===== src/pkg/mrsc_pkg.sv =====
/*
  Shared constants for the motor run/stop/speed command logic: clock rate,
  speed limits, knob scaling, filter and ramp timing, input slots, states.
  Assumes a single 20 MHz clock and knob/analogue values already digitised.
*/
package mrsc_pkg;

  ////////////////////////////////////////////////////////////////////////////
  // Clock
  localparam int CLK_HZ = 20_000_000;
  localparam int CLK_KHZ = CLK_HZ / 1000;

  ////////////////////////////////////////////////////////////////////////////
  // Speed figures in r/min
  localparam int SPD_W = 12;
  localparam logic [11:0] SPD_MIN = 12'h064;    // 100 r/min
  localparam logic [11:0] SPD_MAX = 12'hFA0;    // 4000 r/min
  localparam logic [31:0] SPD_RATED = 32'h0000_0BB8;  // 3000 r/min per ramp time

  ////////////////////////////////////////////////////////////////////////////
  // Knob scaling, 8-bit knob codes
  localparam logic [7:0] RAMP_MIN_T = 8'h02;    // 0.2 s in tenths
  localparam logic [7:0] RAMP_MAX_T = 8'h96;    // 15 s in tenths
  localparam logic [7:0] RAMP_SCALE = 8'h95;    // code*149>>8 spans 0..148
  localparam logic [7:0] TRQ_SCALE = 8'hC9;     // code*201>>8 spans 0..200
  localparam logic [7:0] TRQ_MAX = 8'hC8;       // 200 percent
  localparam logic [7:0] TRQ_RST = 8'hC8;

  ////////////////////////////////////////////////////////////////////////////
  // Timing: input filter and ramp time unit
  localparam int DEB_MS = 5;
  localparam int DEB_CYC = DEB_MS * CLK_KHZ;
  localparam int RAMP_UNIT_MS = 100;
  localparam int RAMP_UNIT_CYC = RAMP_UNIT_MS * CLK_KHZ;

  ////////////////////////////////////////////////////////////////////////////
  // Filtered input slots
  localparam int IN_FWD = 0;
  localparam int IN_REV = 1;
  localparam int IN_STOP = 2;
  localparam int IN_SRC = 3;
  localparam int N_IN = 4;

  typedef enum logic [2:0] {
    S_IDLE = 3'b001,
    S_RUN = 3'b010,
    S_DECEL = 3'b100
  } mrsc_state_e;

endpackage


===== src/verilog/mrsc_debounce.sv =====
/*
  Two-flop synchroniser and stability filter for one run/select input.
  Assumes the input is a slow level held for longer than the filter period.
*/
`timescale 1ns/1ns
module mrsc_debounce #(
  parameter int CYC = 100000
) (
  input wire logic mclk_i,
  input wire logic reset_n_i,
  input wire logic raw_i,
  output logic level_o
);
  import mrsc_pkg::*;

  localparam int CNT_W = $clog2(CYC + 1);

  typedef struct packed {
    logic sync1;
    logic sync2;
    logic level;
    logic [CNT_W-1:0] cnt;
  } mrsc_deb_s;

  mrsc_deb_s s_r;
  mrsc_deb_s s_nxt;

  ////////////////////////////////////////////////////////////////////////////
  // Level is only taken after it held for CYC cycles; glitches restart count
  always_comb begin
    s_nxt = s_r;
    s_nxt.sync1 = raw_i;
    s_nxt.sync2 = s_r.sync1;
    if (s_r.sync2 == s_r.level) begin
      s_nxt.cnt = '0;
    end else if (s_r.cnt == CNT_W'(CYC - 1)) begin
      s_nxt.level = s_r.sync2;
      s_nxt.cnt = '0;
    end else begin
      s_nxt.cnt = s_r.cnt + CNT_W'(1);
    end
  end

  // State register
  always_ff @(posedge mclk_i) begin
    if (!reset_n_i) begin
      s_r <= '0;
    end else begin
      s_r <= s_nxt;
    end
  end

  assign level_o = s_r.level;
endmodule


===== src/verilog/mrsc_top.sv =====
/*
  Run/stop and speed reference logic of a brushless motor driver: filters
  run and select inputs, picks the speed source, ramps the speed reference,
  scales torque limit and latches the response mode at power-up.
  Assumes knob and analogue values arrive as codes synchronous to mclk_i;
  the commutation stage downstream follows speed_ref_o and dir_cw_o.
*/
`timescale 1ns/1ns

// Summary of operation
// Speed command is zero or 100 to 4000 r/min.
// Internal knob raises speed clockwise; zero code commands zero speed.
// Source select high takes analogue input, low takes internal knob.
// Range switch off scales analogue as 0-5 V, on as 0-10 V.
// Forward alone runs clockwise with ramp; release stops the motor.
// Reverse alone runs counterclockwise with ramp; release stops the motor.
// Forward and reverse together stop instantly regardless of stop style.
// On release, stop style high ramps down, low stops instantly.
// Ramp knob sets 0.2 to 15 s, longer clockwise, for all sources.
// Ramp time means 0 to 3000 r/min or back, fixing slope.
// Acceleration and deceleration share one ramp time.
// Response switch on selects fast tracking, off slow regenerative-safe.
// Response switch is sampled only at power-up.
// Controller holds each input on and off at least 10 ms.
// Controller leaves 10 ms gap between forward and reverse.
// Torque limit from knob, 0 to 200 percent, default 200.
// Polarity switch selects sink (off, default) or source input sense.
// Stored direction setting swaps rotation for forward and reverse.
// Controller asserts stop style before stopping a braked vertical load.
// Range switch must be off with an external speed knob.
// Inputs synchronised and filtered, shorter than 10 ms.
// Ramp is linear at 3000 r/min per ramp time, saturating exactly.
module mrsc_top
  import mrsc_pkg::*;
#(
  parameter int DEB_CYCLES = mrsc_pkg::DEB_CYC,
  parameter int RAMP_UNIT_CYCLES = mrsc_pkg::RAMP_UNIT_CYC
) (
  input wire logic mclk_i,
  input wire logic reset_n_i,
  input wire logic forward_run_i,
  input wire logic reverse_run_i,
  input wire logic stop_style_select_i,
  input wire logic speed_source_select_i,
  input wire logic input_polarity_switch_i,
  input wire logic analog_range_switch_i,
  input wire logic response_mode_switch_i,
  input wire logic dir_swap_i,
  input wire logic [mrsc_pkg::SPD_W-1:0] internal_speed_knob_i,
  input wire logic [mrsc_pkg::SPD_W-1:0] analog_speed_in_i,
  input wire logic [7:0] ramp_time_knob_i,
  input wire logic [7:0] torque_limit_knob_i,
  output logic [mrsc_pkg::SPD_W-1:0] speed_ref_o,
  output logic dir_cw_o,
  output logic motor_enable_o,
  output logic response_fast_o,
  output logic [7:0] torque_limit_pct_o
);
  import mrsc_pkg::*;

  typedef struct packed {
    mrsc_state_e fsm;
    logic [SPD_W-1:0] spd;
    logic [SPD_W-1:0] tgt;
    logic dir_cw;
    logic en;
    logic [31:0] acc;
    logic [7:0] ramp_t;
    logic [7:0] trq;
    logic resp_fast;
    logic resp_done;
  } mrsc_top_s;

  localparam mrsc_top_s RST_S = '{
    fsm: S_IDLE, spd: '0, tgt: '0, dir_cw: 1'b0, en: 1'b0, acc: '0,
    ramp_t: RAMP_MIN_T, trq: TRQ_RST, resp_fast: 1'b0, resp_done: 1'b0
  };

  mrsc_top_s s_r;
  mrsc_top_s s_nxt;

  logic [N_IN-1:0] pin_raw;
  logic [N_IN-1:0] pin_q;
  logic fwd_q;
  logic rev_q;
  logic stop_q;
  logic src_q;
  logic [SPD_W-1:0] int_spd;
  logic [SPD_W-1:0] ext_spd;
  logic [31:0] ramp_den;
  logic [31:0] acc_sum;
  logic step_w;
  logic one_run;
  logic both_run;
  logic req_cw;
  logic same_dir;

  ////////////////////////////////////////////////////////////////////////////
  // Input filtering

  // Source-style wiring inverts the sensed level before filtering
  assign pin_raw[IN_FWD] = forward_run_i ^ input_polarity_switch_i;
  assign pin_raw[IN_REV] = reverse_run_i ^ input_polarity_switch_i;
  assign pin_raw[IN_STOP] = stop_style_select_i ^ input_polarity_switch_i;
  assign pin_raw[IN_SRC] = speed_source_select_i ^ input_polarity_switch_i;

  // One filter per input; relies on the controller's 10 ms hold times
  for (genvar i = 0; i < N_IN; i++) begin : g_filt
    mrsc_debounce #(
      .CYC(DEB_CYCLES)
    ) u_filt (
      .mclk_i(mclk_i),
      .reset_n_i(reset_n_i),
      .raw_i(pin_raw[i]),
      .level_o(pin_q[i])
    );
  end

  assign fwd_q = pin_q[IN_FWD];
  assign rev_q = pin_q[IN_REV];
  assign stop_q = pin_q[IN_STOP];
  assign src_q = pin_q[IN_SRC];

  ////////////////////////////////////////////////////////////////////////////
  // Speed sources

  // Clip to 4000 and drop anything below 100 to a zero command
  function automatic logic [SPD_W-1:0] clip_speed(input logic [SPD_W:0] v);
    logic [SPD_W-1:0] r;
    r = (v > {1'b0, SPD_MAX}) ? SPD_MAX : v[SPD_W-1:0];
    if (r < SPD_MIN) begin
      r = '0;
    end
    return r;
  endfunction

  // Knob code is the speed itself, so zero code gives a stop
  assign int_spd = clip_speed({1'b0, internal_speed_knob_i});
  // Analogue code spans 0-10 V; the 5 V range doubles it
  assign ext_spd = analog_range_switch_i ?
    clip_speed({1'b0, analog_speed_in_i}) :
    clip_speed({analog_speed_in_i, 1'b0});

  ////////////////////////////////////////////////////////////////////////////
  // Ramp pacing: 3000 added per cycle, one r/min per ramp_t*unit crossing.
  // Error-free slope without a divider; step never exceeds one per cycle.
  assign ramp_den = 32'(s_r.ramp_t) * 32'(RAMP_UNIT_CYCLES);
  assign acc_sum = s_r.acc + SPD_RATED;
  assign step_w = (acc_sum >= ramp_den);

  assign one_run = fwd_q ^ rev_q;
  assign both_run = fwd_q & rev_q;
  assign req_cw = fwd_q ^ dir_swap_i;
  assign same_dir = one_run && (req_cw == s_r.dir_cw);

  ////////////////////////////////////////////////////////////////////////////
  // Next state
  always_comb begin
    s_nxt = s_r;
    s_nxt.tgt = src_q ? ext_spd : int_spd;
    // Shorter knob code means shorter ramp
    s_nxt.ramp_t = RAMP_MIN_T + 8'((16'(ramp_time_knob_i) * 16'(RAMP_SCALE)) >> 8);
    s_nxt.trq = 8'((16'(torque_limit_knob_i) * 16'(TRQ_SCALE)) >> 8);
    // Only the first cycle after reset looks at the switch
    if (!s_r.resp_done) begin
      s_nxt.resp_fast = response_mode_switch_i;
      s_nxt.resp_done = 1'b1;
    end
    s_nxt.acc = step_w ? (acc_sum - ramp_den) : acc_sum;
    // Knob turned shorter mid-ramp: drop the excess so steps never chain
    if (step_w && (acc_sum - ramp_den >= ramp_den)) begin
      s_nxt.acc = '0;
    end
    case (s_r.fsm)
      S_IDLE: begin
        s_nxt.spd = '0;
        s_nxt.acc = '0;
        if (one_run) begin
          s_nxt.fsm = S_RUN;
          s_nxt.dir_cw = req_cw;
        end
      end
      S_RUN: begin
        if (same_dir) begin
          // Same slope both ways, saturating on the target
          if (step_w && s_r.spd < s_r.tgt) begin
            s_nxt.spd = s_r.spd + 12'h001;
          end else if (step_w && s_r.spd > s_r.tgt) begin
            s_nxt.spd = s_r.spd - 12'h001;
          end
        end else if (stop_q) begin
          s_nxt.fsm = S_DECEL;
        end else begin
          s_nxt.fsm = S_IDLE;
          s_nxt.spd = '0;
        end
      end
      S_DECEL: begin
        if (same_dir) begin
          s_nxt.fsm = S_RUN;
        end else if (s_r.spd == '0) begin
          s_nxt.fsm = S_IDLE;
        end else if (step_w) begin
          s_nxt.spd = s_r.spd - 12'h001;
        end
      end
      default: begin
        s_nxt.fsm = S_IDLE;
        s_nxt.spd = '0;
      end
    endcase
    // Both run inputs override everything, stop style included
    if (both_run) begin
      s_nxt.fsm = S_IDLE;
      s_nxt.spd = '0;
    end
    s_nxt.en = (s_nxt.fsm != S_IDLE);
  end

  // State register
  always_ff @(posedge mclk_i) begin
    if (!reset_n_i) begin
      s_r <= RST_S;
    end else begin
      s_r <= s_nxt;
    end
  end

  ////////////////////////////////////////////////////////////////////////////
  // Outputs, all straight from the state register
  assign speed_ref_o = s_r.spd;
  assign dir_cw_o = s_r.dir_cw;
  assign motor_enable_o = s_r.en;
  assign response_fast_o = s_r.resp_fast;
  assign torque_limit_pct_o = s_r.trq;
endmodule


===== config.mk =====
export PLATFORM = sky130hd
export DESIGN_NAME = mrsc_top
export DESIGN_NICKNAME = d
export VERILOG_FILES = /design/src/pkg/mrsc_pkg.sv /design/src/verilog/mrsc_debounce.sv /design/src/verilog/mrsc_top.sv
export SDC_FILE = /design/constraint.sdc
export NUM_CORES = 1
export LEC_CHECK = 0
export CAP_MARGIN = 20
export CORE_MARGIN = 2
export CORE_UTILIZATION = 50
export DETAILED_ROUTE_END_ITERATION = 16
export DONT_BUFFER_PORTS = 1
export HOLD_SLACK_MARGIN = 0.12
export PLACE_DENSITY = 0.63
export REMOVE_ABC_BUFFERS = 1
export SLEW_MARGIN = 0
export SYNTH_ARGS = -nofsm -noshare
export SYNTH_HDL_FRONTEND = slang
export SYNTH_SLANG_ARGS = --single-unit

===== constraint.sdc =====
create_clock -name mclk_i -period 10.1 [get_ports mclk_i]
set_input_delay 2.02 -clock mclk_i [delete_from_list [all_inputs] [get_ports mclk_i]]
set_output_delay 2.02 -clock mclk_i [all_outputs]
set_load 0.01 [all_outputs]

# Yosys cells after proc, flatten, opt, wreduce, memory -nomap -nowiden
# Index checks and enable logic that the tools add are counted.
dict set report classes {
  div_mod_pow 0
  reduce_logical 17
  n_mul 3
  n_shift 0
  add_sub_neg 9
  n_bitwise 12
  eq_ne 18
  muxes 23
  magnitude_cmp 10
}
# operator n
set op_table {}
lappend op_table {{two-way mux 12 bit} 15}
lappend op_table {{adder 17 x 1 -> 17 bit (second input constant)} 4}
lappend op_table {{== test 17 bit (second input constant)} 4}
lappend op_table {{greater-or-equal comparator 32 x 29 -> 1 bit} 2}
lappend op_table {{case mux 15 bit (3 select lines)} 1}
lappend op_table {{less-than comparator 12 x 7 -> 1 bit (second input constant)} 3}
lappend op_table {{adder 32 x 12 -> 32 bit (second input constant)} 1}
lappend op_table {{multiplier 8 x 8 -> 16 bit (second input constant)} 2}
lappend op_table {{two-way mux 32 bit} 1}
lappend op_table {{subtractor 32 x 29 -> 32 bit} 1}
lappend op_table {{> comparator 12 bit (second input constant)} 2}
lappend op_table {{multiplier 8 x 14 -> 22 bit (second input constant)} 1}
lappend op_table {{two-way mux 15 bit} 1}
lappend op_table {{two-way mux 3 bit} 5}
lappend op_table {{OR reduction 3 bit} 5}
lappend op_table {{> comparator 13 x 12 -> 1 bit (second input constant)} 1}
lappend op_table {{adder 12 x 1 -> 12 bit (second input constant)} 1}
lappend op_table {{> comparator 12 bit} 1}
lappend op_table {{zero test 12 bit} 1}
lappend op_table {{less-than comparator 12 bit} 1}
lappend op_table {{subtractor 12 x 1 -> 12 bit (second input constant)} 1}
lappend op_table {{AND reduction 2 bit} 5}
lappend op_table {{adder 2 x 8 -> 8 bit (first input constant)} 1}
lappend op_table {{inequality test 2 bit (second input constant)} 3}
lappend op_table {{other kinds (13)} 29}
dict set report word_totals {
  reg_bits 159
  output_inout_bits 23
  ram_bits 0
  inputBits 50
  wordCells 118
  mem_bits_ro 0
  mem_count 0
  latch_bits 0
}

# Depth between registers and ports, before layout
dict set report depth {
  word_depth 9
  mapped_depth 31
  mapped_depth_nobuf 30
}

# Hierarchy
# A second synthesis with hierarchy kept.
dict set report unflattened {
  hier_cells 1539
  area_unflattened_um2 13379.1
}
# mod cells_per_inst area_per_inst_um2 n_inst
set by_module_without_submodules {}
lappend by_module_without_submodules {mrsc_top 1171 9840.7 1}
lappend by_module_without_submodules {mrsc_debounce 92 884.6 4}

# Worst setup path before layout
# OpenSTA, ideal clock, no wires.
dict set report synth_timing {
  path_type {reg2reg}
  from {register s_r[14] (netlist bit)}
  to {register s_r[36] (netlist bit)}
  setup_time_ns 0.117
  period_less_slack_ns 6.271
  required_ns 9.983
  stages_incl_launch_ff 28
  setup_slack_ns 3.829
  arrival_time_ns 6.154
  n_path_buf 1
  path_cell_list {dfxtp_1 fa_1 ha_1 inv_1 fa_1 fa_1 inv_1 ha_1 nand2_1 a211oi_1 a21oi_1 xor2_1 ha_1 a21o_1 a31oi_1 nor2b_1 o22ai_1 xnor2_1 ha_1 and4_1 nand4_1 nor4_1 nand2_1 o21ba_2 a31oi_2 nor3_4 buf_6 a22o_1}
}
dict set report synth_via {
  elab_chain_cells 5
  elab_cells_between_ends 7
  classes_between {add/sub (1); mul (1); order compare (2); mux (1); reduce/logical (2)}
}
# element line
set synth_lines {}
lappend synth_lines {{start: declaration} mrsc_top.sv:79} ;# mrsc_top_s s_r;
lappend synth_lines {{start signal: assignment} mrsc_top.sv:225} ;# s_r <= s_nxt;
lappend synth_lines {{multiplier 8 x 14 -> 22 bit *} mrsc_top.sv:147} ;# assign ramp_den = 32'(s_r.ramp_t) * 32'(RAMP_UNIT_CYCLES);
lappend synth_lines {{subtractor 32 x 29 -> 32 bit} {mrsc_top.sv:169, mrsc_top.sv:171}}
lappend synth_lines {{greater-or-equal comparator 32 x 29 -> 1 bit} mrsc_top.sv:171} ;# if (step_w && (acc_sum - ramp_den >= ramp_den)) begin
lappend synth_lines {{logical AND 1 bit} mrsc_top.sv:171}
lappend synth_lines {{OR reduction 3 bit (no line)} --}
# Mark *: on every way between the ends. The rest lies on a longest branch, timed or not.
# A chain may end at the register's enable or synchronous reset.

# Final worst setup path
dict set report layout_timing {
  from {register s_r[17] (netlist bit)}
  to {register s_r, in the netlist speed_ref_o[2]}
}
dict set report layout_via {
  elab_chain_cells 6
  elab_cells_between_ends 10
  classes_between {mul (1); order compare (1); eq/ne (2); mux (3); reduce/logical (3)}
}
# element line
set layout_lines {}
lappend layout_lines {{multiplier 8 x 14 -> 22 bit *} mrsc_top.sv:147}
lappend layout_lines {{greater-or-equal comparator 32 x 29 -> 1 bit *} mrsc_top.sv:149} ;# assign step_w = (acc_sum >= ramp_den);
lappend layout_lines {{logical AND 1 bit} mrsc_top.sv:186} ;# if (step_w && s_r.spd < s_r.tgt) begin
lappend layout_lines {{two-way mux 12 bit} mrsc_top.sv:186}
lappend layout_lines {{two-way mux 12 bit} mrsc_top.sv:184} ;# if (same_dir) begin
lappend layout_lines {{case mux 15 bit (3 select lines)} mrsc_top.sv:174} ;# case (s_r.fsm)
# Marks and branches as above.

==> flow_summary.yaml <==
worst_setup_path:
  reg2reg_slack_ns: 3.27
  end_kind: "register"
  arrival_ns: 7.21
  crit_top_cell: "ha_1"
  worst-path-max-fanout: 20
  crit_family: "compound AO/OA/AOI/OAI gates"
  crit_chain: "ha_1 > fa_1 > ha_1 > ha_1 > and3b_1 > o21a_1 > o21ai_0 > a21boi_0 > o21ai_0 > a21boi_0 > o2111ai_1 > a21boi_0 > o31ai_1 > nand2_1 > ha_1 > and3_1 > nand3_1 > nor4_1 > o211ai_1 > o211ai_2 > o31a_1 > o2111ai_2 > o221ai_1 > o21a_1"
  worstPathRequired_ns: 10.48
  slowest_stage: "o31a_1"
  critPathKind: "register to register"
  path_buf_inv: 0
  cp-start-kind: "register"
  cp_slowest_stage_delay_ns: 0.65
clock_network:
  cts_tree: "built"
  clock-sinks: 156
  clkSlewWorstSetupHoldPaths_ns: 0.08
  clock_path_buffers: 2
  post_cts_buffers: 0
  cts_hold_buffers: 0
  clock_latency_ns: 0.44
  post_cts_resized: 0
  tritoncts.num_buffers: 17
  h-tree-depth: 4
  cts-root-buf: "clkbuf_16"
grt:
  grt_use_met2_pct: 35.2
  met1_usage_pct: 27.9
  grt_pass1_vias: 10500
  antenna_found_initial: 0
  overflow: 0
  top_usage_layer: "met2"
  grt_max_degree: 22
  grt_pass1_wl_mm: 49.7
  grt_usage_pct: 21.3
  grt_util_met3_pct: 4.85
sta:
  max_freq_mhz: 146
  setup_viol: 0
  fin_skew_ns: 0.0149
  drv_slew: 0
  hold_viol: 0
  maxSlewHeadroom_pct: 43.2
  finalCritPeriodShare_pct: 67.6
  fin_crit_ns: 6.83
  tightestPinTransition_ns: 0.846
  rsz0062_at_grt: "no"
  totalNegativeSetupSlack_ns: 0
status:
  outcome: "finished clean"
worst_hold_path:
  hold_class: "register to register"
floorplanning:
  die_w_um: 167
  die_h_um: 167
  initial_utilization_pct: 51.0
  core-area_mm2: 0.0261
  num_rows: 59
  ios: 73
  fp.dieArea_mm2: 0.0279
logic_synthesis:
  synth_area_per_cell_um2: 8.48
  synthTopCellsByCount: "ha_1, nor2_1, dfxtp_1, inv_1, nand2_1"
  synth_top_area_share_pct: 23.5
  ys_top_cells_by_area: "dfxtp_1, ha_1, xnor2_1"
  synthCells: 1568
  synthFlopType: "dfxtp_1"
  netlist_area_mm2: 0.0133
  synth_cell_type_count: 97
  ys_warn_count: 0
  synth_top_area_cell: "dfxtp_1"
  async_reset_ff_share_pct: 0
  synth-edff-count: 0
  synth-seq-cells: 156
  yosysMostFrequentCell: "ha_1"
  yosysSeqAreaShare_pct: 23.5
place:
  portBuffers: 0
  postPlaceCellArea_mm2: 0.0134
  gp_congestion: 0.881
  dp_hpwl_mm: 23.2
finish:
  stdcell_area_mm2: 0.0140
  syn_to_final_growth_pct: 5.66
  num_antenna_cells: 0
  drive_above_1_share_pct: 4.66
  nets: 1805
route:
  wl_mm: 28.8
  ant_nets: 0
  viasPerCell: 5.57
  drc_errors: 0
  dr.first_iter.drc_count: 565
  dr_total_vias: 10500
  dr.pass1.iters: 5
  wire_per_inst_um: 15.4
run:
  cap_viol_max_count: 0
## layer usage
| layer | share of wire (%) | up-vias |
|---|---|---|
| met2 | 45 | 173 |
| li1 | - | 5432 |
| met5 | 0 | - |
| met4 | 1.6 | 0 |
| met3 | 5.1 | 33 |
| met1 | 48 | 4832 |
## worst register-to-register path, stage by stage, from the launching register on
cell,delay [ns]
dfxtp_1,0.50
ha_1,0.23
fa_1,0.41
ha_1,0.31
ha_1,0.34
and3b_1,0.19
o21a_1,0.18
o21ai_0,0.22
a21boi_0,0.13
o21ai_0,0.20
a21boi_0,0.15
o2111ai_1,0.25
a21boi_0,0.16
o31ai_1,0.36
nand2_1,0.23
ha_1,0.41
and3_1,0.23
nand3_1,0.08
nor4_1,0.18
o211ai_1,0.18
o211ai_2,0.40
o31a_1,0.65
o2111ai_2,0.40
o221ai_1,0.27
o21a_1,0.14
## cell type report
type	count	area, µm²
timing repair buffer	2	15.0
tap	335	419
sequential	156	3120
inverter	132	495
fill	2456	12000
clock buffer	17	425
clock inverter	15	196
multi-input combinational	1222	9370
## state kept, by name, summed over array words and instances (netlist names)
name	count
dir_cw_o	1
g_filt.u_filt.level_o	4
g_filt.u_filt.s_nxt	4
g_filt.u_filt.s_r	72
motor_enable_o	1
response_fast_o	1
s_r	53
speed_ref_o	12
torque_limit_pct_o	8
## cell families (layout without fill, tap and decap cells)
logic type | after synthesis | after routing | synth area share (%)
AND/OR/NAND/NOR | 528 | 528 | 20.0
AO/OA/AOI/OAI | 295 | 295 | 15.7
adder cells (fa/ha/maj) | 227 | 227 | 22.9
buffers and inverters | 192 | 166 | 6.07
flip-flops | 156 | 156 | 23.5
XOR/XNOR | 149 | 149 | 10.3
multiplexers | 20 | 20 | 1.51
other | 1 | 3 | 0.0282
## stage by stage
stage	setup slack (ns)	hold WS (ns)	instances	utilization, %
final	3.27	0.437	1879	53.9
after global placement	3.43	0.414	1846	51.5
after detailed placement	3.29	0.419	1846	51.5
after global routing	2.59	0.453	1879	53.9
after floorplan	3.88	0.412	1510	-
after CTS	3.26	0.445	1878	53.9
## layout by cell type, fill, tap and decap left out, drive strengths merged, types with 10 or more instances in the layout
cell type	n
a21o	18
xor2	68
a31oi	11
a22o	18
nand2b	14
or2	10
a21oi	74
o31ai	10
fa	28
o21ai	52
clkbuf	17
nor3	34
nand4	29
xnor2	79
or3	18
nor2b	12
nand2	102
nor4	11
o21a	14
and3	22
nand3	53
mux2i	19
and2	17
ha	196
inv	139
dfxtp	156
nor2	173
## worst paths after layout
check	start	to	depth (start not counted)
worst max register to register	s_r[17]	speed_ref_o[2]	24
worst min-delay path	g_filt[0].u_filt.s_nxt[18]	g_filt[0].u_filt.s_r[18]	1
worst min register to register	g_filt[0].u_filt.s_nxt[18]	g_filt[0].u_filt.s_r[18]	1
worst max-delay path	s_r[17]	speed_ref_o[2]	24
Power is left out: the tool's default activity adds up to more than one toggle a clock period on the data nets, which glitch-free logic cannot reach.
